[src/logic/ppc_params.svh]
/*
  Offsets, field positions, reset values and timing figures of the port
  power and attach controller. Assumes a 25 MHz aclk.
*/
`ifndef PPC_PARAMS_SVH
`define PPC_PARAMS_SVH
`define PPC_CLK_NS 40
`define PPC_OFF_CTRL 12'h000
`define PPC_OFF_STATUS 12'h004
`define PPC_OFF_EVENT 12'h008
`define PPC_OFF_THRESH 12'h00c
`define PPC_CTRL_EN 0
`define PPC_CTRL_SRC 1
`define PPC_CTRL_EXT 2
`define PPC_CTRL_DFP 3
`define PPC_CTRL_RP 4
`define PPC_CTRL_CLAMP 6
`define PPC_CTRL_VCONN 8
`define PPC_CTRL_SAFE0 9
`define PPC_CTRL_RST 32'h0000_0000
`define PPC_THRESH_RST 32'h0000_0000
`define PPC_EV_OCP 0
`define PPC_EV_CLAMP 1
`define PPC_EV_OV 2
`define PPC_EV_UV 3
`define PPC_EV_REV 4
`define PPC_EV_ATT 5
`define PPC_EV_DET 6
`define PPC_EV_S0TO 7
`define PPC_NEV 8
`define PPC_DEGLITCH_NS 10000
`define PPC_DEGLITCH_CYC ((`PPC_DEGLITCH_NS + `PPC_CLK_NS - 1) / `PPC_CLK_NS)
`define PPC_SAFE0V_MS 100
`define PPC_SAFE0V_CYC ((`PPC_SAFE0V_MS * 1000000) / `PPC_CLK_NS)
`endif

[src/logic/ppc_pkg.sv]
/*
  Types shared by the port power and attach controller modules.
  Assumes the constants of ppc_params.svh.
*/
package ppc_pkg;
  typedef enum logic [1:0] {PPC_CC_OPEN, PPC_CC_RD, PPC_CC_RA} ppc_cc_t;
  typedef enum logic [3:0] {
    PPC_NONE, PPC_SINK1, PPC_SINK2, PPC_CABLE1, PPC_CABLE2,
    PPC_CSINK1, PPC_CSINK2, PPC_DEBUG, PPC_AUDIO, PPC_UFP
  } ppc_conn_t;
endpackage

[src/logic/ppc_cc_if.sv]
/*
  Carrier between the controller top and its CC attach decoder.
  Assumes both ends run on the same aclk.
*/
`timescale 1ns/1ns
interface ppc_cc_if;
  import ppc_pkg::*;
  logic [1:0] below_sink;
  logic [1:0] below_cable;
  logic dfp_mode;
  logic vbus_present;
  ppc_conn_t conn;
  logic attached;
  logic vbus_apply;
  logic [1:0] vconn_pin;
  logic [1:0] monitor;
  modport top (output below_sink, below_cable, dfp_mode, vbus_present,
    input conn, attached, vbus_apply, vconn_pin, monitor);
  modport dec (input below_sink, below_cable, dfp_mode, vbus_present,
    output conn, attached, vbus_apply, vconn_pin, monitor);
endinterface

[src/logic/ppc_top.sv]
/*
  Port power path and attach controller for one USB Type-C port, with an
  AXI4-Lite register slave. Assumes analog comparators and switch drivers
  outside; all comparator inputs are asynchronous to aclk.
*/
// Functional notes
// - Overcurrent clamp enabled at selected limit only while sourcing.
// - Clamp active beyond deglitch time latches the switch off.
// - Overcurrent trip from forward drop latches switch off at once.
// - VBUS over or under voltage disables the high-voltage path.
// - Comparator mode while sourcing, ideal diode while sinking; reverse disables.
// - Comparator mode conducts until reverse threshold, then blocks VBUS to rail.
// - Ideal diode mode blocks rail to VBUS current.
// - External path enable is active high, dropped on voltage faults.
// - Only voltage faults drop external path enables, not current or thermal.
// - VCONN switch current limit active while enabled; no reverse blocking.
// - VCONN closes only with input good; later droop does not reopen.
// - Switch off and VBUS above safe 5 V enables pull-down until reached.
// - Safe zero transition keeps pull-down on until reached, within time limit.
// - Source with both pins open watches both and applies no power.
// - Rd on one pin applies VBUS without VCONN, watches Rd pin.
// - Ra alone applies nothing, watches open pin and Ra pin.
// - Ra and Rd apply VBUS and VCONN on Ra, watch Rd only.
// - Rd-Rd is debug, Ra-Ra is audio; both pins sensed for detach.
// - Source advertises default, 1.5 A or 3 A; thresholds follow.
// - Pin below active cable level is a cable, not a sink.
// - Outside Rd-Rd debug, monitored pin above detach level registers disconnection.
// - Sink presents Rd both pins, VBUS is attach, decodes advertised current.
`timescale 1ns/1ns
`include "ppc_params.svh"
module ppc_top
  import ppc_pkg::*;
#(
  parameter int DEGLITCH_CYC = `PPC_DEGLITCH_CYC,
  parameter int SAFE0V_CYC = `PPC_SAFE0V_CYC
) (
  input wire logic aclk,
  input wire logic aresetn,
  input wire logic [11:0] s_axi_awaddr,
  input wire logic s_axi_awvalid,
  output logic s_axi_awready,
  input wire logic [31:0] s_axi_wdata,
  input wire logic [3:0] s_axi_wstrb,
  input wire logic s_axi_wvalid,
  output logic s_axi_wready,
  output logic [1:0] s_axi_bresp,
  output logic s_axi_bvalid,
  input wire logic s_axi_bready,
  input wire logic [11:0] s_axi_araddr,
  input wire logic s_axi_arvalid,
  output logic s_axi_arready,
  output logic [31:0] s_axi_rdata,
  output logic [1:0] s_axi_rresp,
  output logic s_axi_rvalid,
  input wire logic s_axi_rready,
  input wire logic clamp_active,
  input wire logic overcurrent_trip,
  input wire logic vbus_over_voltage,
  input wire logic vbus_under_voltage,
  input wire logic reverse_current,
  input wire logic vconn_input_good,
  input wire logic vbus_above_safe5v,
  input wire logic vbus_above_safe0v,
  input wire logic vbus_present,
  input wire logic [1:0] cc_below_sink,
  input wire logic [1:0] cc_below_cable,
  input wire logic [1:0] cc_pullup_level,
  output logic high_voltage_power_path,
  output logic clamp_enable,
  output logic [1:0] clamp_current_limit,
  output logic rcp_comparator_mode,
  output logic external_path_enable,
  output logic [1:0] vconn_supply_switch,
  output logic vconn_current_limit,
  output logic vbus_pulldown,
  output logic [1:0] cc_pullup_current,
  output logic [1:0] cc_monitor,
  output logic trimmed_sink_pulldown,
  output logic [7:0] ov_threshold,
  output logic [7:0] uv_threshold
);
  localparam int NS = 15;
  logic [NS-1:0] raw;
  logic [NS-1:0] syn;
  logic s_clamp, s_ocp, s_ov, s_uv, s_rev, s_good, s_5v, s_0v;
  logic [1:0] s_lvl;
  logic [31:0] ctrl_q;
  logic [31:0] thresh_q;
  logic [`PPC_NEV-1:0] ev_q;
  logic [`PPC_NEV-1:0] ev_set;
  logic hv_latch_q;
  logic ext_latch_q;
  logic [31:0] dg_cnt_q;
  logic [31:0] s0_cnt_q;
  logic s0_active_q;
  logic att_q;
  logic [1:0] ufp_adv_q;
  logic aw_have_q, w_have_q;
  logic [11:0] awaddr_q;
  logic [31:0] wdata_q;
  logic [3:0] wstrb_q;
  logic wr_fire;
  logic en, src, dfp;
  logic hv_d;
  ppc_cc_if cc ();
  assign raw = {cc_pullup_level, vbus_present, cc_below_cable, cc_below_sink, clamp_active,
    overcurrent_trip, vbus_over_voltage, vbus_under_voltage, reverse_current,
    vconn_input_good, vbus_above_safe5v, vbus_above_safe0v};
  ppc_sync #(.W(NS)) u_sync (
    .aclk(aclk),
    .aresetn(aresetn),
    .async_in(raw),
    .sync_out(syn)
  );
  assign {s_lvl, cc.vbus_present, cc.below_cable, cc.below_sink, s_clamp, s_ocp, s_ov, s_uv,
    s_rev, s_good, s_5v, s_0v} = syn;
  assign cc.dfp_mode = dfp;
  ppc_cc_decode u_dec (
    .aclk(aclk),
    .aresetn(aresetn),
    .cc(cc)
  );
  assign en = ctrl_q[`PPC_CTRL_EN];
  assign src = ctrl_q[`PPC_CTRL_SRC];
  assign dfp = ctrl_q[`PPC_CTRL_DFP];
  assign wr_fire = aw_have_q && w_have_q && !s_axi_bvalid;

  function automatic logic [31:0] merge(input logic [31:0] old, input logic [31:0] nw,
    input logic [3:0] strb);
    logic [31:0] r;
    r = old;
    for (int b = 0; b < 4; b++) begin
      if (strb[b]) begin
        r[b*8 +: 8] = nw[b*8 +: 8];
      end
    end
    return r;
  endfunction

  // AXI write channels, either order
  always_ff @(posedge aclk) begin
    if (!aresetn) begin
      aw_have_q <= 1'b0;
      w_have_q <= 1'b0;
      s_axi_awready <= 1'b1;
      s_axi_wready <= 1'b1;
      s_axi_bvalid <= 1'b0;
      s_axi_bresp <= 2'h0;
      awaddr_q <= 12'h000;
      wdata_q <= 32'h0000_0000;
      wstrb_q <= 4'h0;
    end else begin
      if (s_axi_awvalid && s_axi_awready) begin
        aw_have_q <= 1'b1;
        awaddr_q <= s_axi_awaddr;
        s_axi_awready <= 1'b0;
      end
      if (s_axi_wvalid && s_axi_wready) begin
        w_have_q <= 1'b1;
        wdata_q <= s_axi_wdata;
        wstrb_q <= s_axi_wstrb;
        s_axi_wready <= 1'b0;
      end
      if (wr_fire) begin
        aw_have_q <= 1'b0;
        w_have_q <= 1'b0;
        s_axi_bvalid <= 1'b1;
        unique case (awaddr_q)
          `PPC_OFF_CTRL, `PPC_OFF_STATUS, `PPC_OFF_EVENT, `PPC_OFF_THRESH:
            s_axi_bresp <= 2'h0;
          default: s_axi_bresp <= 2'h2;
        endcase
      end
      if (s_axi_bvalid && s_axi_bready) begin
        s_axi_bvalid <= 1'b0;
        s_axi_awready <= 1'b1;
        s_axi_wready <= 1'b1;
      end
    end
  end
  // Control and threshold registers
  always_ff @(posedge aclk) begin
    if (!aresetn) begin
      ctrl_q <= `PPC_CTRL_RST;
      thresh_q <= `PPC_THRESH_RST;
    end else if (wr_fire) begin
      if (awaddr_q == `PPC_OFF_CTRL) begin
        ctrl_q <= merge(ctrl_q, wdata_q, wstrb_q) & 32'h0000_03ff;
      end
      if (awaddr_q == `PPC_OFF_THRESH) begin
        thresh_q <= merge(thresh_q, wdata_q, wstrb_q) & 32'h0000_ffff;
      end
    end
  end
  // AXI read channel
  always_ff @(posedge aclk) begin
    if (!aresetn) begin
      s_axi_arready <= 1'b1;
      s_axi_rvalid <= 1'b0;
      s_axi_rdata <= 32'h0000_0000;
      s_axi_rresp <= 2'h0;
    end else if (s_axi_arvalid && s_axi_arready) begin
      s_axi_arready <= 1'b0;
      s_axi_rvalid <= 1'b1;
      s_axi_rresp <= 2'h0;
      unique case (s_axi_araddr)
        `PPC_OFF_CTRL: s_axi_rdata <= ctrl_q;
        `PPC_OFF_STATUS: s_axi_rdata <= {20'h0_0000, cc.conn, ufp_adv_q, cc.attached,
          s0_active_q, vbus_pulldown, ext_latch_q, hv_latch_q, high_voltage_power_path};
        `PPC_OFF_EVENT: s_axi_rdata <= {24'h00_0000, ev_q};
        `PPC_OFF_THRESH: s_axi_rdata <= thresh_q;
        default: begin
          s_axi_rdata <= 32'h0000_0000;
          s_axi_rresp <= 2'h2;
        end
      endcase
    end else if (s_axi_rvalid && s_axi_rready) begin
      s_axi_rvalid <= 1'b0;
      s_axi_arready <= 1'b1;
    end
  end

  always_ff @(posedge aclk) begin
    if (!aresetn) begin
      dg_cnt_q <= 32'h0000_0000;
    end else if (s_clamp && clamp_enable) begin
      if (dg_cnt_q <= 32'(DEGLITCH_CYC)) begin
        dg_cnt_q <= dg_cnt_q + 32'h0000_0001;
      end
    end else begin
      dg_cnt_q <= 32'h0000_0000;
    end
  end

  always_ff @(posedge aclk) begin
    if (!aresetn) begin
      hv_latch_q <= 1'b0;
    end else if (s_ocp || dg_cnt_q > 32'(DEGLITCH_CYC) || s_ov || s_uv) begin
      hv_latch_q <= 1'b1;
    end else if (!en) begin
      hv_latch_q <= 1'b0;
    end
  end

  always_ff @(posedge aclk) begin
    if (!aresetn) begin
      ext_latch_q <= 1'b0;
    end else if (s_ov || s_uv) begin
      ext_latch_q <= 1'b1;
    end else if (!en) begin
      ext_latch_q <= 1'b0;
    end
  end

  assign hv_d = en && !ctrl_q[`PPC_CTRL_EXT] && !hv_latch_q && !s_ov && !s_uv &&
    !s_ocp && !s_rev && (!(src && dfp) || cc.vbus_apply);

  always_ff @(posedge aclk) begin
    if (!aresetn) begin
      high_voltage_power_path <= 1'b0;
      clamp_enable <= 1'b0;
      clamp_current_limit <= 2'h0;
      rcp_comparator_mode <= 1'b0;
      external_path_enable <= 1'b0;
    end else begin
      high_voltage_power_path <= hv_d;
      clamp_enable <= hv_d && src;
      clamp_current_limit <= ctrl_q[`PPC_CTRL_CLAMP +: 2];
      rcp_comparator_mode <= src;
      external_path_enable <= en && ctrl_q[`PPC_CTRL_EXT] && !ext_latch_q && !s_ov &&
        !s_uv && (!(src && dfp) || cc.vbus_apply);
    end
  end

  always_ff @(posedge aclk) begin
    if (!aresetn) begin
      vconn_supply_switch <= 2'h0;
      vconn_current_limit <= 1'b0;
    end else if (!(en && dfp && ctrl_q[`PPC_CTRL_VCONN]) || cc.vconn_pin == 2'h0) begin
      vconn_supply_switch <= 2'h0;
      vconn_current_limit <= 1'b0;
    end else if (vconn_supply_switch == 2'h0 && s_good) begin
      vconn_supply_switch <= cc.vconn_pin;
      vconn_current_limit <= 1'b1;
    end
  end

  always_ff @(posedge aclk) begin
    if (!aresetn) begin
      vbus_pulldown <= 1'b0;
      s0_active_q <= 1'b0;
      s0_cnt_q <= 32'h0000_0000;
    end else begin
      s0_active_q <= !hv_d && ctrl_q[`PPC_CTRL_SAFE0] && s_0v;
      vbus_pulldown <= !hv_d && (ctrl_q[`PPC_CTRL_SAFE0] ? s_0v : s_5v);
      if (s0_active_q) begin
        if (s0_cnt_q <= 32'(SAFE0V_CYC)) begin
          s0_cnt_q <= s0_cnt_q + 32'h0000_0001;
        end
      end else begin
        s0_cnt_q <= 32'h0000_0000;
      end
    end
  end

  always_ff @(posedge aclk) begin
    if (!aresetn) begin
      cc_pullup_current <= 2'h0;
      cc_monitor <= 2'h0;
      trimmed_sink_pulldown <= 1'b0;
      ufp_adv_q <= 2'h0;
      ov_threshold <= 8'h00;
      uv_threshold <= 8'h00;
      att_q <= 1'b0;
    end else begin
      cc_pullup_current <= ctrl_q[`PPC_CTRL_RP +: 2];
      cc_monitor <= dfp ? cc.monitor : 2'h3;
      trimmed_sink_pulldown <= !dfp;
      ufp_adv_q <= (!dfp && cc.attached) ? s_lvl : 2'h0;
      ov_threshold <= thresh_q[15:8];
      uv_threshold <= thresh_q[7:0];
      att_q <= cc.attached;
    end
  end
  always_comb begin
    ev_set[`PPC_EV_OCP] = s_ocp;
    ev_set[`PPC_EV_CLAMP] = dg_cnt_q == 32'(DEGLITCH_CYC) + 32'h0000_0001;
    ev_set[`PPC_EV_OV] = s_ov;
    ev_set[`PPC_EV_UV] = s_uv;
    ev_set[`PPC_EV_REV] = s_rev;
    ev_set[`PPC_EV_ATT] = cc.attached && !att_q;
    ev_set[`PPC_EV_DET] = !cc.attached && att_q;
    ev_set[`PPC_EV_S0TO] = s0_cnt_q == 32'(SAFE0V_CYC);
  end

  always_ff @(posedge aclk) begin
    if (!aresetn) begin
      ev_q <= '0;
    end else if (wr_fire && awaddr_q == `PPC_OFF_EVENT && wstrb_q[0]) begin
      ev_q <= (ev_q & ~wdata_q[`PPC_NEV-1:0]) | ev_set;
    end else begin
      ev_q <= ev_q | ev_set;
    end
  end
endmodule

[src/logic/ppc_sync.sv]
/*
  Three-flop synchroniser for asynchronous comparator outputs.
  A change is accepted once the second and third stages agree.
*/
`timescale 1ns/1ns
module ppc_sync #(
  parameter int W = 1
) (
  input wire logic aclk,
  input wire logic aresetn,
  input wire logic [W-1:0] async_in,
  output logic [W-1:0] sync_out
);
  logic [W-1:0] s1_q;
  logic [W-1:0] s2_q;
  logic [W-1:0] s3_q;

  always_ff @(posedge aclk) begin
    if (!aresetn) begin
      s1_q <= '0;
      s2_q <= '0;
      s3_q <= '0;
    end else begin
      s1_q <= async_in;
      s2_q <= s1_q;
      s3_q <= s2_q;
    end
  end

  always_ff @(posedge aclk) begin
    if (!aresetn) begin
      sync_out <= '0;
    end else begin
      for (int i = 0; i < W; i++) begin
        if (s2_q[i] == s3_q[i]) begin
          sync_out[i] <= s3_q[i];
        end
      end
    end
  end
endmodule

[src/logic/ppc_cc_decode.sv]
/*
  CC connection decoder: classifies each CC pin as open, Rd or Ra and
  tracks the connection state. Assumes synchronised comparator inputs.
*/
`timescale 1ns/1ns
module ppc_cc_decode
  import ppc_pkg::*;
(
  input wire logic aclk,
  input wire logic aresetn,
  ppc_cc_if.dec cc
);
  ppc_cc_t p1;
  ppc_cc_t p2;
  ppc_conn_t conn_d;

  function automatic ppc_cc_t pin_kind(input logic sink, input logic cable);
    if (cable) begin
      return PPC_CC_RA;
    end
    return sink ? PPC_CC_RD : PPC_CC_OPEN;
  endfunction

  always_comb begin
    p1 = pin_kind(cc.below_sink[0], cc.below_cable[0]);
    p2 = pin_kind(cc.below_sink[1], cc.below_cable[1]);
    conn_d = PPC_NONE;
    if (!cc.dfp_mode) begin
      conn_d = cc.vbus_present ? PPC_UFP : PPC_NONE;
    end else if (p1 == PPC_CC_RD && p2 == PPC_CC_OPEN) begin
      conn_d = PPC_SINK1;
    end else if (p1 == PPC_CC_OPEN && p2 == PPC_CC_RD) begin
      conn_d = PPC_SINK2;
    end else if (p1 == PPC_CC_RA && p2 == PPC_CC_OPEN) begin
      conn_d = PPC_CABLE1;
    end else if (p1 == PPC_CC_OPEN && p2 == PPC_CC_RA) begin
      conn_d = PPC_CABLE2;
    end else if (p1 == PPC_CC_RA && p2 == PPC_CC_RD) begin
      conn_d = PPC_CSINK2;
    end else if (p1 == PPC_CC_RD && p2 == PPC_CC_RA) begin
      conn_d = PPC_CSINK1;
    end else if (p1 == PPC_CC_RD && p2 == PPC_CC_RD) begin
      conn_d = PPC_DEBUG;
    end else if (p1 == PPC_CC_RA && p2 == PPC_CC_RA) begin
      conn_d = PPC_AUDIO;
    end
  end

  always_ff @(posedge aclk) begin
    if (!aresetn) begin
      cc.conn <= PPC_NONE;
    end else begin
      cc.conn <= conn_d;
    end
  end

  always_comb begin
    cc.attached = cc.conn != PPC_NONE && cc.conn != PPC_CABLE1 && cc.conn != PPC_CABLE2;
    cc.vbus_apply = 1'b0;
    cc.vconn_pin = 2'h0;
    cc.monitor = 2'h3;
    unique case (cc.conn)
      PPC_NONE, PPC_UFP: ;
      PPC_SINK1: begin
        cc.vbus_apply = 1'b1;
        cc.monitor = 2'h1;
      end
      PPC_SINK2: begin
        cc.vbus_apply = 1'b1;
        cc.monitor = 2'h2;
      end
      PPC_CABLE1, PPC_CABLE2: ;
      PPC_CSINK1: begin
        cc.vbus_apply = 1'b1;
        cc.vconn_pin = 2'h2;
        cc.monitor = 2'h1;
      end
      PPC_CSINK2: begin
        cc.vbus_apply = 1'b1;
        cc.vconn_pin = 2'h1;
        cc.monitor = 2'h2;
      end
      PPC_DEBUG, PPC_AUDIO: ;
      default: ;
    endcase
  end
endmodule

[config.mk]
export PLATFORM = sky130hd
export DESIGN_NAME = ppc_top
export DESIGN_NICKNAME = d
export VERILOG_FILES = /design/src/logic/ppc_pkg.sv /design/src/logic/ppc_cc_if.sv /design/src/logic/ppc_top.sv /design/src/logic/ppc_sync.sv /design/src/logic/ppc_cc_decode.sv
export VERILOG_INCLUDE_DIRS = /design/src /design/src/logic
export SDC_FILE = /design/constraint.sdc
export NUM_CORES = 1
export LEC_CHECK = 0
export BUFFER_PORTS_ARGS = -buffer_cell sky130_fd_sc_hd__buf_2
export CAP_MARGIN = 10
export CELL_PAD_IN_SITES_DETAIL_PLACEMENT = 0
export CELL_PAD_IN_SITES_GLOBAL_PLACEMENT = 1
export CORE_UTILIZATION = 23
export DETAILED_ROUTE_END_ITERATION = 12
export HOLD_SLACK_MARGIN = 0.06
export PLACE_DENSITY = 0.49
export SLEW_MARGIN = 20
export SYNTH_ARGS = -nofsm -noshare
export SYNTH_HDL_FRONTEND = slang
export SYNTH_SLANG_ARGS = --single-unit
[constraint.sdc]
create_clock -name aclk -period 1.9 [get_ports aclk]
set_input_delay 0.38 -clock aclk [delete_from_list [all_inputs] [get_ports aclk]]
set_output_delay 0.38 -clock aclk [all_outputs]
set_load 0.01 [all_outputs]
==> impl_metrics.py <==
metrics = {
    "placement": {
        "portBuffers": 117,
        "dp.cells": 1624,
        "hpwl_mm": 16.5,
        "place_congestion": 0.715,
    },
    "grt": {
        "grt_max_degree": 49,
        "antenna_found_initial": 0,
        "grt_pass1_wl_mm": 37.8,
        "grt_util_all_layers": 0.116,
        "grt_busiest_layer": "met2",
        "gr-usage-met2": 0.182,
        "grt_pass1_vias": 6886,
        "use_met3": 0.0221,
        "grtUsageMet1": 0.160,
        "grt.overflow.total": 0,
    },
    "power_and_ir_drop": {
        "ir_drop_mv": 0.742,
        "power.leakage_nw": 5.11,
        "powerDensity_nw_per_um2": 927,
    },
    "sta": {
        "fmax_mhz": 536,
        "setup_viol_count_final": 0,
        "min_period_ns": 1.86,
        "skew_ns": 0.0257,
        "slew_violations": 0,
        "hold_viol": 0,
        "whs_ns": 0.0931,
        "slew_headroom": 0.579,
        "worst_pin_slew_ns": 0.632,
        "setup_tns_ns": 0,
        "fin_crit_sh": 0.982,
        "rsz0062_at_grt": "yes",
    },
    "setup_path": {
        "r2r_setup_slack_ns": 0.04,
        "arrival_ns": 2.37,
        "worstPathMaxFanout": 6,
        "crit_type": "reg -> reg",
        "critPathMostFrequentCell": "buf_6",
        "startpoint": "s0_cnt_q[31]$_SDFFE_PN0P_",
        "r2r_cells": 7,
        "path_cells": "nor4_4 -> and4_4 -> o2111ai_2 -> buf_6 -> buf_6 -> or4_4 -> nand2_2",
        "cp-start-kind": "flip-flop",
        "r2r-start": "s0_cnt_q[31]$_SDFFE_PN0P_",
        "path_depth": 7,
        "critPathTopFamily": "simple AND/OR/NAND/NOR gates",
        "crit_buf_inv": 2,
        "required_ns": 2.41,
        "critical-path-max-stage-delay_ns": 0.41,
        "cp_slowest_cell": "or4_4",
        "end_kind": "flip-flop",
        "cp-endpoint": "s0_cnt_q[8]$_SDFFE_PN0P_",
        "worstReg2RegEnd": "s0_cnt_q[8]$_SDFFE_PN0P_",
    },
    "final_layout": {
        "area_delta_synth_final_pct": 33.9,
        "layout.cells.non_filler": 1721,
        "final_util": 0.312,
        "num-nets-final": 1263,
        "n_antenna_cell": 0,
        "drive_gt1_frac": 0.232,
    },
    "yosys": {
        "synth.most_common_cell": "dfxtp_1",
        "synth_area_leaders": "dfxtp_1, and2_1, a21oi_1, nand2_1, mux2i_1",
        "yosysWarnings": 0,
        "async_flop_share": 0,
        "ys.flop_type": "dfxtp_1",
        "synth_area_um2": 9230,
        "synthCells": 965,
        "synth_top_area_share": 0.551,
        "synth-seq-cells": 254,
        "ys_seq_area_frac": 0.551,
        "synth_edf_count": 0,
        "yosysTopAreaCell": "dfxtp_1",
        "syn_area_per_cell_um2": 9.57,
        "synth.distinct_cells": 58,
        "synth.top_cells.by_count": "dfxtp_1, nand2_1, and2_1",
    },
    "floorplanning": {
        "die-area_um2": 40900,
        "core_area_um2": 39600,
        "rows": 73,
        "die_h_um": 202,
        "ios": 154,
        "start_util": 0.233,
        "die_w_um": 202,
    },
    "status": {
        "status": "complete, no violations",
    },
    "clock_tree": {
        "cts.path.max_buffers": 3,
        "clk_latency_ns": 0.58,
        "cts_tree": "yes",
        "cts.clk_slew.worst_paths_ns": 0.06,
        "root_buffer": "clkbuf_16",
        "cts_htree_levels": 1,
        "clock-sinks": 254,
        "cts_buffers": 31,
    },
    "routing": {
        "drcViolationCount": 0,
        "drtPass1Iterations": 5,
        "viasPerCell": 4.19,
        "drt_iter0_markers": 290,
        "finalWirelength_mm": 24.2,
        "wire_per_inst_um": 14.1,
        "ant_nets": 0,
        "routed-via-count": 7217,
    },
    "min_path": {
        "min_path_type": "in -> reg",
    },
    "flow_run": {
        "drv_cap": 0,
    },
}
placed cells by master (no fill, tap or decap), drive strengths merged, types with 32 or more instances in the layout:
cell and count:
nand2 115, buf 180, and2 99, a21oi 91, dfxtp 254, clkbuf 47, o21ai 32, mux2i 35
nor2 75, dlygate4sd3 44
final cells by class:
class                   instances  area, µm²
inverters                      15       57.6
multi-input cells             651       4040
clock inverters                 5       47.5
clock buffers                  47        906
fillers                      4217      27300
repair buffers                224       1560
well taps                     525        657
flip-flops and latches        254       5090
per-layer routing:
| layer | up-vias | routed length [µm] |
|---|---|---|
| li1 | 3706 | - |
| met2 | 103 | 10800 |
| met3 | 37 | 853 |
| met4 | 0 | 593 |
| met5 | - | 0 |
| met1 | 3371 | 12000 |
logic make-up after synthesis:
logic type                 synth area share
other                              0.000406
xor gates and xnor gates            0.00474
AOI/OAI and AO/OA                     0.107
adders and majority gates           0.00542
and+or+nand+nor                       0.235
muxes                                0.0575
DFF                                   0.551
buffers and inverters                0.0390
flip-flops by register name, summed over array words and instances (netlist names), 4 cells and up:
name and cells:
awaddr_q 12, ctrl_q 10, dg_cnt_q 32, ev_q 8
ov_threshold 8, s0_cnt_q 32, s_axi_rdata 16, thresh_q 16
u_dec.cc.conn 4, u_sync.s1_q 15, u_sync.s2_q 15, u_sync.s3_q 15
u_sync.sync_out 15, uv_threshold 8, wdata_q 16
how the worst min path moves through the flow:
stage,depth (start not counted),end,slack (ns),from
2_1_floorplan,1,u_sync.s2_q[0]$_SDFF_PN0_,0.41,u_sync.s1_q[0]$_SDFF_PN0_
3_3_place_gp,1,u_sync.s2_q[11]$_SDFF_PN0_,0.42,u_sync.s1_q[11]$_SDFF_PN0_
3_5_place_dp,1,u_sync.s2_q[0]$_SDFF_PN0_,0.42,u_sync.s1_q[0]$_SDFF_PN0_
4_1_cts,3,wdata_q[13]$_SDFFE_PN0P_,0.07,s_axi_wdata[13]
5_1_grt,3,wdata_q[13]$_SDFFE_PN0P_,0.07,s_axi_wdata[13]
6_report,3,wdata_q[13]$_SDFFE_PN0P_,0.09,s_axi_wdata[13]
repair_timing:
| action | in CTS | in global routing |
|---|---|---|
| hold buffers | 44 | 0 |
| setup buffers | 1 | 1 |
| pin swaps | 6 | 16 |
| resized for setup | 10 | 37 |
| endpoints found under the setup margin | 19 | 33 |
| endpoints found under the hold margin | 43 | 0 |
where the power goes:
part / internal, W / switching [W]
logic: 0.000219 / 0.000255
clock network: 0.00326 / 0.00225
registers: 0.00542 / 0.0000533
total: 0.00890 / 0.00256
per-stage QoR:
stage | setup slack [ns] | power (W) | area [µm²]
2_1_floorplan | 0.119 | 0.00583 | 9300
3_3_place_gp | -0.111 | 0.00600 | 10700
3_5_place_dp | -0.0995 | 0.00600 | 10700
4_1_cts | -0.0287 | 0.0117 | 12200
5_1_grt | -0.0728 | 0.0120 | 12400
6_report | 0.0350 | 0.0115 | 12400
worst min-delay path: cells and delay by family:
kind                   cells  cell delay, ns
AOI/OAI and AO/OA          1            0.05
buffers and inverters      1            0.10
and+or+nand+nor            1            0.06
Power figures use the tool's default switching activity.
